`config.mk`:
```
export PLATFORM = sky130hd
export DESIGN_NAME = iopab_top
export DESIGN_NICKNAME = d
export VERILOG_FILES = /design/src/logic/iopab_pkg.sv /design/src/logic/iopab_top.sv /design/src/logic/iopab_sync.sv
export VERILOG_INCLUDE_DIRS = /design/src /design/src/logic
export SDC_FILE = /design/constraint.sdc
export NUM_CORES = 1
export LEC_CHECK = 0
export BUFFER_PORTS_ARGS = -buffer_cell sky130_fd_sc_hd__buf_2
export CAP_MARGIN = 20
export CORE_MARGIN = 5
export CORE_UTILIZATION = 51
export DETAILED_ROUTE_END_ITERATION = 16
export PLACE_DENSITY_LB_ADDON = 0.05
export SETUP_SLACK_MARGIN = 0.15
export SLEW_MARGIN = 20
export SYNTH_ARGS = -nofsm -noshare
export SYNTH_HDL_FRONTEND = slang
export SYNTH_HIERARCHICAL = 1
export SYNTH_SLANG_ARGS = --single-unit
```
`constraint.sdc`:
```
create_clock -name CORE_CLK -period 1.7 [get_ports CORE_CLK]
set_clock_uncertainty 0.1 [all_clocks]
set_input_delay 0.085 -clock CORE_CLK [delete_from_list [all_inputs] [get_ports CORE_CLK]]
set_output_delay 0.085 -clock CORE_CLK [all_outputs]
set_load 0.1 [all_outputs]
```
`src/logic/iopab_cfg.svh`:
```
// Register offsets, field positions and reset values of the port A/B pin logic.
// Assumes byte addresses on a 32-bit Avalon-MM slave, one aligned word per register.
`ifndef IOPAB_CFG_SVH
`define IOPAB_CFG_SVH
////////////////////////////////////////////////////////////////////////////////
// Byte offsets
`define IOPAB_OFS_PA_DIR   8'h00
`define IOPAB_OFS_PA_ODR   8'h04
`define IOPAB_OFS_PB_DIR   8'h08
`define IOPAB_OFS_PB_ODR   8'h0C
`define IOPAB_OFS_CTRL     8'h10
////////////////////////////////////////////////////////////////////////////////
// Control register fields
`define IOPAB_CTL_KBD_CH0  0
`define IOPAB_CTL_KBD_CH1  1
`define IOPAB_CTL_KBD_CH2  2
`define IOPAB_CTL_BUS_SEL  3
`define IOPAB_CTL_MODE_LSB 4
`define IOPAB_CTL_MODE_MSB 5
////////////////////////////////////////////////////////////////////////////////
// Reset values
`define IOPAB_RST_DIR      8'h00
`define IOPAB_RST_ODR      8'h00
`define IOPAB_RST_CTRL     8'h00
`define IOPAB_RST_RDATA    32'h0000_0000
`endif

```
`src/logic/iopab_pkg.sv`:
```
// Types shared by the port A/B pin logic.
// Assumes nothing beyond a SystemVerilog compiler.
package iopab_pkg;
	// Bus handshake states, one-hot
	typedef enum logic [1:0] {
		IOPAB_ST_IDLE = 2'b01,
		IOPAB_ST_ACK  = 2'b10
	} iopab_bus_st_t;

	// Operating mode as seen by the pull-up control
	typedef enum logic [1:0] {
		IOPAB_MODE_NORMAL = 2'b00,
		IOPAB_MODE_SW_STBY = 2'b01,
		IOPAB_MODE_HW_STBY = 2'b10,
		IOPAB_MODE_SPARE = 2'b11
	} iopab_mode_t;
endpackage

```
`src/logic/iopab_top.sv`:
```
// Port A/B pin logic: direction, output data, pin levels, keyboard pin takeover, pull-ups.
// Assumes an Avalon-MM master on CORE_CLK and keyboard controller outputs on the same clock.
//
// How it works
// - PA4 plain I/O by direction; with channel 1 keyboard enabled, drives ch1 clock.
// - PA4 open-drain when channel 1 enabled or bus select set; inputs always readable.
// - PA3 plain I/O by direction; with channel 0 enabled, drives ch0 data.
// - PA3 open-drain only while channel 0 enabled; inputs always available.
// - PA2 plain I/O; with channel 0 enabled drives ch0 clock open-drain; inputs usable.
// - PA1 and PA0 use only their direction bit; key-sense always usable.
// - Port A pull-up on only when pin is input and its output-data bit is one.
// - Pull-ups on PA7 to PA4 off while bus select is set.
// - Pull-up off on any PA7 to PA2 pin held by the keyboard function.
// - All port A pull-ups off in reset and hardware standby.
// - Port B direction one means output; write-only, resets to zero.
// - Port B direction shares its address with pin levels; reads return pins.
// - Port B output data always readable and writable, resets to zero.
// - Port B pin-level read returns present pin levels.
// - Write to pin-level address loads the direction register instead.
// - PB7 to PB2 use only direction bit; wake-up inputs always usable.
// - Port A direction one is output; ignored while keyboard function holds pin.
`timescale 1ns/1ps
`include "iopab_cfg.svh"
module iopab_top
	import iopab_pkg::*;
(
	input  wire logic        CORE_CLK,
	input  wire logic        RST_N,
	input  wire logic [7:0]  AVS_ADDRESS,
	input  wire logic        AVS_READ,
	input  wire logic        AVS_WRITE,
	input  wire logic [31:0] AVS_WRITEDATA,
	input  wire logic [3:0]  AVS_BYTEENABLE,
	output logic      [31:0] AVS_READDATA,
	output logic             AVS_WAITREQUEST,
	input  wire logic [7:0]  PA_IN,
	output logic      [7:0]  PA_OUT,
	output logic      [7:0]  PA_OE,
	output logic      [7:0]  PA_PULLUP,
	input  wire logic [7:0]  PB_IN,
	output logic      [7:0]  PB_OUT,
	output logic      [7:0]  PB_OE,
	input  wire logic        KBD_CH0_CLOCK,
	input  wire logic        KBD_CH0_DATA,
	input  wire logic        KBD_CH1_CLOCK,
	input  wire logic        KBD_CH1_DATA,
	input  wire logic        KBD_CH2_CLOCK,
	input  wire logic        KBD_CH2_DATA,
	output logic      [7:0]  KEY_SENSE,
	output logic      [7:2]  WAKEUP_EVENT
);
	iopab_bus_st_t st_q;
	iopab_bus_st_t st_d;
	logic [7:0]    pa_dir_q;
	logic [7:0]    pa_odr_q;
	logic [7:0]    pb_dir_q;
	logic [7:0]    pb_odr_q;
	logic [7:0]    ctrl_q;
	logic [15:0]   pins;
	logic [7:0]    pa_pins;
	logic [7:0]    pb_pins;
	logic          wr_go;
	logic [7:0]    wdata;
	logic [7:0]    rd_byte;
	logic [2:0]    kbd_en;
	logic          bus_sel;
	iopab_mode_t   mode;
	logic [7:0]    pa_kbd;
	logic [7:0]    pa_kbd_val;
	logic [7:0]    pa_od;
	logic [7:0]    pa_val;
	logic [7:0]    pa_drv;
	logic [7:0]    pa_oe_d;
	logic [7:0]    pa_out_d;
	logic [7:0]    pa_pu_d;

	// Register next value: load the write byte on a hit, otherwise hold
	function automatic logic [7:0] upd8(input logic [7:0] cur, input logic hit, input logic [7:0] d);
		upd8 = hit ? d : cur;
	endfunction

	////////////////////////////////////////////////////////////////////////////////
	// Pin synchroniser; its filtered levels feed reads, key-sense and wake-up
	iopab_sync u_sync (
		.clk   (CORE_CLK),
		.rst_n (RST_N),
		.raw   ({PB_IN, PA_IN}),
		.level (pins)
	);

	assign pa_pins = pins[7:0];
	assign pb_pins = pins[15:8];
	assign KEY_SENSE = pa_pins;
	assign WAKEUP_EVENT = pb_pins[7:2];

	////////////////////////////////////////////////////////////////////////////////
	// Bus decode; only byte lane 0 carries register data, upper lanes read zero
	assign wr_go = (st_q == IOPAB_ST_ACK) && AVS_WRITE && AVS_BYTEENABLE[0];
	assign wdata = AVS_WRITEDATA[7:0];
	assign st_d = ((st_q == IOPAB_ST_IDLE) && (AVS_READ || AVS_WRITE)) ? IOPAB_ST_ACK : IOPAB_ST_IDLE;

	// Direction registers are write-only: their address returns the pins
	assign rd_byte = (AVS_ADDRESS == `IOPAB_OFS_PA_DIR) ? pa_pins :
	                 (AVS_ADDRESS == `IOPAB_OFS_PA_ODR) ? pa_odr_q :
	                 (AVS_ADDRESS == `IOPAB_OFS_PB_DIR) ? pb_pins :
	                 (AVS_ADDRESS == `IOPAB_OFS_PB_ODR) ? pb_odr_q :
	                 (AVS_ADDRESS == `IOPAB_OFS_CTRL)   ? ctrl_q : 8'h00;

	// Two-cycle handshake: every access, mapped or not, answers after one wait cycle
	always_ff @(posedge CORE_CLK) begin
		if (!RST_N) begin
			st_q            <= IOPAB_ST_IDLE;
			AVS_WAITREQUEST <= 1'b1;
			AVS_READDATA    <= `IOPAB_RST_RDATA;
		end else begin
			st_q            <= st_d;
			AVS_WAITREQUEST <= (st_d != IOPAB_ST_ACK);
			if ((st_q == IOPAB_ST_IDLE) && AVS_READ) begin
				AVS_READDATA <= {24'h000000, rd_byte};
			end
		end
	end

	////////////////////////////////////////////////////////////////////////////////
	// Register file; a write to a pin-level address lands in the direction register
	always_ff @(posedge CORE_CLK) begin
		if (!RST_N) begin
			pa_dir_q <= `IOPAB_RST_DIR;
			pa_odr_q <= `IOPAB_RST_ODR;
			pb_dir_q <= `IOPAB_RST_DIR;
			pb_odr_q <= `IOPAB_RST_ODR;
			ctrl_q   <= `IOPAB_RST_CTRL;
		end else begin
			pa_dir_q <= upd8(pa_dir_q, wr_go && (AVS_ADDRESS == `IOPAB_OFS_PA_DIR), wdata);
			pa_odr_q <= upd8(pa_odr_q, wr_go && (AVS_ADDRESS == `IOPAB_OFS_PA_ODR), wdata);
			pb_dir_q <= upd8(pb_dir_q, wr_go && (AVS_ADDRESS == `IOPAB_OFS_PB_DIR), wdata);
			pb_odr_q <= upd8(pb_odr_q, wr_go && (AVS_ADDRESS == `IOPAB_OFS_PB_ODR), wdata);
			ctrl_q   <= upd8(ctrl_q, wr_go && (AVS_ADDRESS == `IOPAB_OFS_CTRL), wdata);
		end
	end

	////////////////////////////////////////////////////////////////////////////////
	// Control fields
	assign kbd_en  = {ctrl_q[`IOPAB_CTL_KBD_CH2], ctrl_q[`IOPAB_CTL_KBD_CH1], ctrl_q[`IOPAB_CTL_KBD_CH0]};
	assign bus_sel = ctrl_q[`IOPAB_CTL_BUS_SEL];
	assign mode    = iopab_mode_t'(ctrl_q[`IOPAB_CTL_MODE_MSB:`IOPAB_CTL_MODE_LSB]);

	// Keyboard takeover per pin pair: PA7/6 ch2, PA5/4 ch1, PA3/2 ch0; data above clock
	assign pa_kbd     = {{2{kbd_en[2]}}, {2{kbd_en[1]}}, {2{kbd_en[0]}}, 2'b00};
	assign pa_kbd_val = {KBD_CH2_DATA, KBD_CH2_CLOCK, KBD_CH1_DATA, KBD_CH1_CLOCK,
	                     KBD_CH0_DATA, KBD_CH0_CLOCK, 2'b00};

	// Bus select turns only the upper nibble open-drain; PA3/PA2 follow keyboard alone
	assign pa_od = pa_kbd | {{4{bus_sel}}, 4'h0};

	// Keyboard takeover overrides the direction bit; plain outputs carry output data
	assign pa_val = (pa_kbd & pa_kbd_val) | (~pa_kbd & pa_odr_q);
	assign pa_drv = pa_kbd | pa_dir_q;

	// Open-drain pins only sink: enable while the value is low, never drive high
	assign pa_oe_d  = pa_drv & (~pa_od | ~pa_val);
	assign pa_out_d = pa_val & ~pa_od;

	// Pull-up: input with data one, not taken by keyboard or bus select, not in hardware standby
	assign pa_pu_d = ~pa_dir_q & pa_odr_q
	               & ~pa_kbd
	               & ~{{4{bus_sel}}, 4'h0}
	               & {8{mode != IOPAB_MODE_HW_STBY}};

	////////////////////////////////////////////////////////////////////////////////
	// Pin drivers are registered so every output starts from a flop; costs one cycle
	always_ff @(posedge CORE_CLK) begin
		if (!RST_N) begin
			PA_OUT    <= 8'h00;
			PA_OE     <= 8'h00;
			PA_PULLUP <= 8'h00;
			PB_OUT    <= 8'h00;
			PB_OE     <= 8'h00;
		end else begin
			PA_OUT    <= pa_out_d;
			PA_OE     <= pa_oe_d;
			PA_PULLUP <= pa_pu_d;
			PB_OUT    <= pb_odr_q;
			PB_OE     <= pb_dir_q;
		end
	end
endmodule

```
`src/logic/iopab_sync.sv`:
```
// Three-stage pin synchroniser with agreement filter for the sixteen port pins.
// Assumes raw pin levels from outside the CORE_CLK domain.
`timescale 1ns/1ps
module iopab_sync
	import iopab_pkg::*;
(
	input  wire logic        clk,
	input  wire logic        rst_n,
	input  wire logic [15:0] raw,
	output logic      [15:0] level
);
	logic [15:0] s1_q;
	logic [15:0] s2_q;
	logic [15:0] s3_q;
	logic [15:0] level_d;

	////////////////////////////////////////////////////////////////////////////////
	// A bit moves only once stages two and three agree, hiding a late settle
	assign level_d = (~(s2_q ^ s3_q) & s3_q) | ((s2_q ^ s3_q) & level);

	// First stage feeds the second only
	always_ff @(posedge clk) begin
		if (!rst_n) begin
			s1_q  <= 16'h0000;
			s2_q  <= 16'h0000;
			s3_q  <= 16'h0000;
			level <= 16'h0000;
		end else begin
			s1_q  <= raw;
			s2_q  <= s1_q;
			s3_q  <= s2_q;
			level <= level_d;
		end
	end
endmodule

```
# --- Word-level counts from Yosys, hierarchy flattened ---
# Index checks and enable logic that the tools add are counted.
classes:
  reduce_logical: 11
  bitwise_logic: 22
  n_eq_ne: 8
  n_mux: 6
op_table:
  columns: ["operator", "count"]
  rows:
  - ["8-bit bitwise AND", 8]
  - ["8-bit two-way mux", 5]
  - ["8-bit NOT", 5]
  - ["16-bit bitwise AND", 2]
  - ["8-bit bitwise OR", 4]
  - ["8-bit by 4-bit == test with 1-bit output, second input constant", 2]
  - ["16-bit NOT", 1]
  - ["16-bit bitwise OR", 1]
  - ["16-bit XOR", 1]
  - ["1-bit logical AND", 9]
  - ["8-bit by 3-bit == test with 1-bit output, second input constant", 1]
  - ["8-bit by 5-bit == test with 1-bit output, second input constant", 1]
  - ["8-bit zero test", 1]
  - ["2-bit inequality test, second input constant", 2]
  - ["2-bit by 1-bit == test with 1-bit output, second input constant", 1]
  - ["2-bit == test, second input constant", 1]
  - ["2-bit two-way mux", 1]
  - ["1-bit logical OR", 1]
totals:
  wordCells: 64
  input_bits: 70
  out_inout_bits: 87
  regBits: 155

# --- Longest topological paths before layout ---
depth:
  ltp_word: 6
  ltp_mapped: 6

# --- Cells and area by module ---
# The synthesis kept the hierarchy.
modules_own_cells:
  columns: ["mod", "seq_area_each_um2", "instances", "area_per_inst_um2", "cells_per_inst"]
  rows:
  - ["iopab_top", 1801.7, 1, 3382.0, 351]
  - ["iopab_sync", 1281.2, 1, 1950.6, 167]

# --- Least setup slack after synthesis ---
# OpenSTA, ideal clock, no wires.
synth_path:
  kind: "flip-flop to flip-flop"
  startpoint: "register st_q[0]"
  endpoint: "register pa_dir_q[7]"
  stages_incl_launch_ff: 5
  required_ns: 1.478
  setup_slack_ns: -0.307
  setup_time_ns: 0.122
  period_less_slack_ns: 2.007
  arrival_time_ns: 1.785
  cell_sequence: "dfxtp_1 > and4b_1 > nand4b_1 > buf_2 > o21ai_0"
synth_between:
  elab_chain_cells: 4
synth_rtl:
  columns: ["item", "line", "text"]
  rows:
  - ["start, declared", "iopab_top.sv:52", "iopab_bus_st_t st_q;"]
  - ["start signal, assigned", "iopab_top.sv:116", "st_q <= st_d;"]
  - ["2-bit == test", "iopab_top.sv:98", "assign wr_go = (st_q == IOPAB_ST_ACK) && AVS_WRITE && AVS_BYTEENABLE[0];"]
  - ["1-bit logical AND (2 in series)", "iopab_top.sv:98", null]
  - ["1-bit logical AND", "iopab_top.sv:134", "pa_dir_q <= upd8(pa_dir_q, wr_go && (AVS_ADDRESS == `IOPAB_OFS_PA_DIR), wdata);"]
  - ["end signal, assigned", "iopab_top.sv:128", "pa_dir_q <= `IOPAB_RST_DIR;"]
  - ["end signal, assigned", "iopab_top.sv:134", null]
  - ["end, declared", "iopab_top.sv:54", "logic [7:0] pa_dir_q;"]
# Every way passes these cells.
# A chain may end at the register's enable or synchronous reset.

# --- Worst setup path after layout ---
layout_path:
  startpoint: "register AVS_READDATA[3]"
  endpoint: "output AVS_READDATA[3]"
layout_lines:
  columns: ["item", "line", "text"]
  rows:
  - ["start, declared", "iopab_top.sv:34", "output logic [31:0] AVS_READDATA,"]
  - ["start signal, assigned", "iopab_top.sv:114", "AVS_READDATA <= `IOPAB_RST_RDATA;"]
  - ["start signal, assigned", "iopab_top.sv:119", "AVS_READDATA <= {24'h000000, rd_byte};"]
# No word-level cell between the ends.

==> out/qor.log <==
qor: timing.finalCriticalPeriod 1.50 ns
qor: worst_setup_path.timing.reg2reg.worst_path_depth 5
qor: min_path.worstHoldPathType in -> reg
qor: timing.grt_setup_unrepaired yes
qor: layout.postLayoutCellArea 7020 um^2
qor: global_route.grt_overflow 0
qor: global_route.grt_pass1_wl 19500 um
qor: placement.finalWeightedCongestion 0.789
qor: die.die_area 12600 um^2
qor: worst_setup_path.critPathCapture AVS_READDATA[3]
qor: die.die_h 112 um
qor: placement.cell_count_after_placement 748
qor: timing.clock.fmax 666 MHz
qor: worst_setup_path.timing.critical_path.required 1.51 ns
qor: power.p_seq_frac 0.456
qor: layout.layout.nets 747
qor: cts.clkTransAtPathRegs 0.06 ns
qor: synthesis.postSynth.asyncResetShare 0
qor: power.p_leak 2.99 nW
qor: worst_setup_path.timing.reg2reg.setup_slack 0.22 ns
qor: worst_setup_path.critPathLaunch AVS_READDATA[3]
qor: placement.dp_hpwl 8160 um
qor: drt.final_antenna_net_count 0
qor: synthesis.postSynth.topFlopCell dfxtp_1
qor: cts.clock_path_buffers 2
qor: synthesis.yosysMostFrequentCell dfxtp_1
qor: drt.detail_route.wirelength 12000 um
qor: worst_setup_path.critPathKind reg -> out
qor: drt.drt-initial-drc-count 145
qor: layout.final_cells 826
qor: worst_setup_path.worst-path-buf-inv 1
qor: status.status finished clean
qor: drt.route.detailed.wl_per_inst 14.5 um
qor: worst_setup_path.crit_path_arrival_time 1.32 ns
qor: worst_setup_path.crit_path_start_kind flop
qor: worst_setup_path.worstReg2RegStart st_q[0]
qor: worst_setup_path.critical_path_peak_fanout 2
qor: cts.cts_sinks 154
qor: die.row_count 37
qor: timing.setup_violations 0
qor: worst_setup_path.critical_path.top_delay_family buffers and inverters
qor: layout.antenna_cells 0
qor: layout.post_route_cells_drive_above_1_share 0.275
qor: synthesis.synth.top_cells.by_count 154 x dfxtp_1, 74 x nand2_1, 68 x and2_1, 48 x o21ai_0, 32 x mux2i_1
qor: placement.placement_cell_area 5910 um^2
qor: cts.cts.root.buffer_cell clkbuf_8
qor: synthesis.library_cell_occupying_the_most_area_in_the_post_synthesis_netlist dfxtp_1
qor: global_route.grt_antenna_before_repair 0
qor: flow_run.max_cap_violations 0
qor: power.switching_power 1.82 mW
qor: drt.detailed_route_via_count 3910
qor: die.die_span_in_x 112 um
qor: die.io-pin-count 157
qor: drt.post-route-drc-count 0
qor: synthesis.ys_seq_elements 154
qor: global_route.grt_pass1_vias 3842
qor: synthesis.yosysTopAreaCellShare 0.578
qor: die.floorplan.initialDensity 0.519
qor: layout.growth_of_design_area_from_synthesis_to_finish 31.6%
qor: timing.fin_crit_sh 0.883
qor: synthesis.synthCells 518
qor: drt.via_per_inst 4.73
qor: synthesis.cell_types_with_the_largest_area_share_after_synthesis dfxtp_1 58%, and2_1 8.0%, mux2i_1 6.0%, nand2_1 5.2%, o21ai_0 4.5%
qor: cts.cts_tree built
qor: cts.cts_inserted_buffers 17
qor: worst_setup_path.r2r-end ctrl_q[3]
qor: cts.cts_max_level 4
qor: worst_setup_path.critical_path.cell_chain buf_2
qor: cts.clk-insertion-delay-late 0.52 ns
qor: power.sw_frac_of_total 0.226
qor: timing.timing_max_transition_violations_final 0
qor: synthesis.synth_area_per_cell 10.3 um^2
qor: worst_setup_path.slowest_stage buf_2
qor: power.share_of_power_burned_in_combinational_logic 0.070
qor: synthesis.seq_area_frac_synth 0.578
qor: synthesis.synth.yosys.warnings 6
qor: worst_setup_path.timing.critical_path.depth 1
qor: power.irDropWorstVdd 0.652 mV
qor: global_route.maximum_number_of_pins_on_one_net_before_global_route_repair 51
qor: placement.port_buffers 105
qor: timing.setup-tns-final 0 ns
qor: drt.drt_first_pass_iters 4
qor: global_route.grt_use_total 0.196
qor: synthesis.netlist-cell-type-count 34
qor: synthesis.syn-cell-area 5330 um^2
qor: power.pwr-share-clk 0.474
qor: power.internal_power 6.25 mW
qor: worst_setup_path.cpPeakStageDelay 0.44 ns
qor: die.core-area 10300 um^2
qor: power.power_per_unit_of_standard_cell_area 1150 nW/um^2
qor: timing.hold_violations_final 0
qor: worst_setup_path.critical_path.endpoint_type primary output
qor: synthesis.synth_edf_count 0
-- worst min-delay path by stage --
stage	from	end	depth (start not counted)
floorplan	KBD_CH0_CLOCK	PA_OE[2]	1
global placement	KBD_CH0_CLOCK	PA_OE[2]	2
detailed placement	KBD_CH0_DATA	PA_OE[3]	2
CTS	RST_N	pa_odr_q[3]	4
global route	RST_N	AVS_READDATA[6]	4
finish	RST_N	AVS_READDATA[2]	4
-- per-stage QoR --
step	power, mW	setup slack, ns	util	hold slack, ns
final	8.07	0.199	0.683	0.0414
after global routing	8.36	0.133	0.683	0.0657
after CTS	8.14	0.159	0.679	0.0283
after detailed placement	4.24	0.105	0.575	0.180
after global placement	4.24	0.175	0.575	0.173
after floorplan	4.19	0.142	-	0.0840
-- worst reg2reg max path: stages, from the launching register on --
cell and delay [ns]:
dfxtp_4 0.35, and4b_2 0.33, nand3_1 0.13, nor2_4 0.16, buf_12 0.14, mux2i_2 0.20
-- cell type report --
type,instances,area (um^2)
Multi-Input combinational cell,337,2020
Clock buffer,21,439
Timing Repair Buffer,162,1100
Inverter,5,18.8
Sequential cell,154,3100
Fill cell,843,3260
Clock inverter,11,169
Tap cell,136,170
-- power groups by stage --
stage                     registers (mW)  clock network, mW  logic [mW]
after floorplan                     3.78                  0       0.410
after global placement              3.76                  0       0.480
after detailed placement            3.76                  0       0.485
after CTS                           3.68               3.90       0.560
after global routing                3.69               4.08       0.601
final                               3.68               3.82       0.566
-- routing by layer --
metal	vias up	global-route usage	routed length, um
li1	2005	-	-
met1	1782	0.240	5170
met2	109	0.326	5810
met5	-	0	0
met3	14	0.0609	790
met4	0	0.0721	200
-- what timing repair did --
action,CTS,global route
gates resized for setup,0,10
pin swaps,2,1
hold buffers,41,0
hold endpoints to repair,76,0
endpoints found under the setup margin,11,33
setup buffers,3,2
-- cells by family after synthesis --
| kind of cell | synth area share |
|---|---|
| AOI/OAI and AO/OA | 0.101 |
| buffers and inverters | 0.0612 |
| DFF | 0.578 |
| muxes | 0.0685 |
| other | 0.000703 |
| and+or+nand+nor | 0.191 |
-- cell usage in the layout, fill, tap and decap left out, drive strengths merged, types with 3 or more instances in the layout --
cell | netlist | final
mux2i | 32 | 32
bufinv | 0 | 4
nand2 | 74 | 74
and2 | 68 | 68
nand4b | 3 | 3
inv | 5 | 6
buf | 39 | 115
nor2 | 15 | 15
clkbuf | 6 | 27
nor3 | 7 | 7
mux2 | 4 | 4
o21ai | 48 | 48
nor3b | 3 | 3
clkinv | 0 | 4
dfxtp | 154 | 154
nand2b | 7 | 7
o22ai | 8 | 8
nand3 | 8 | 8
dlygate4sd3 | 0 | 40
or2 | 3 | 3
conb | 1 | 24
a21boi | 16 | 16
a31oi | 9 | 9
(Power assumes the default switching activity.)
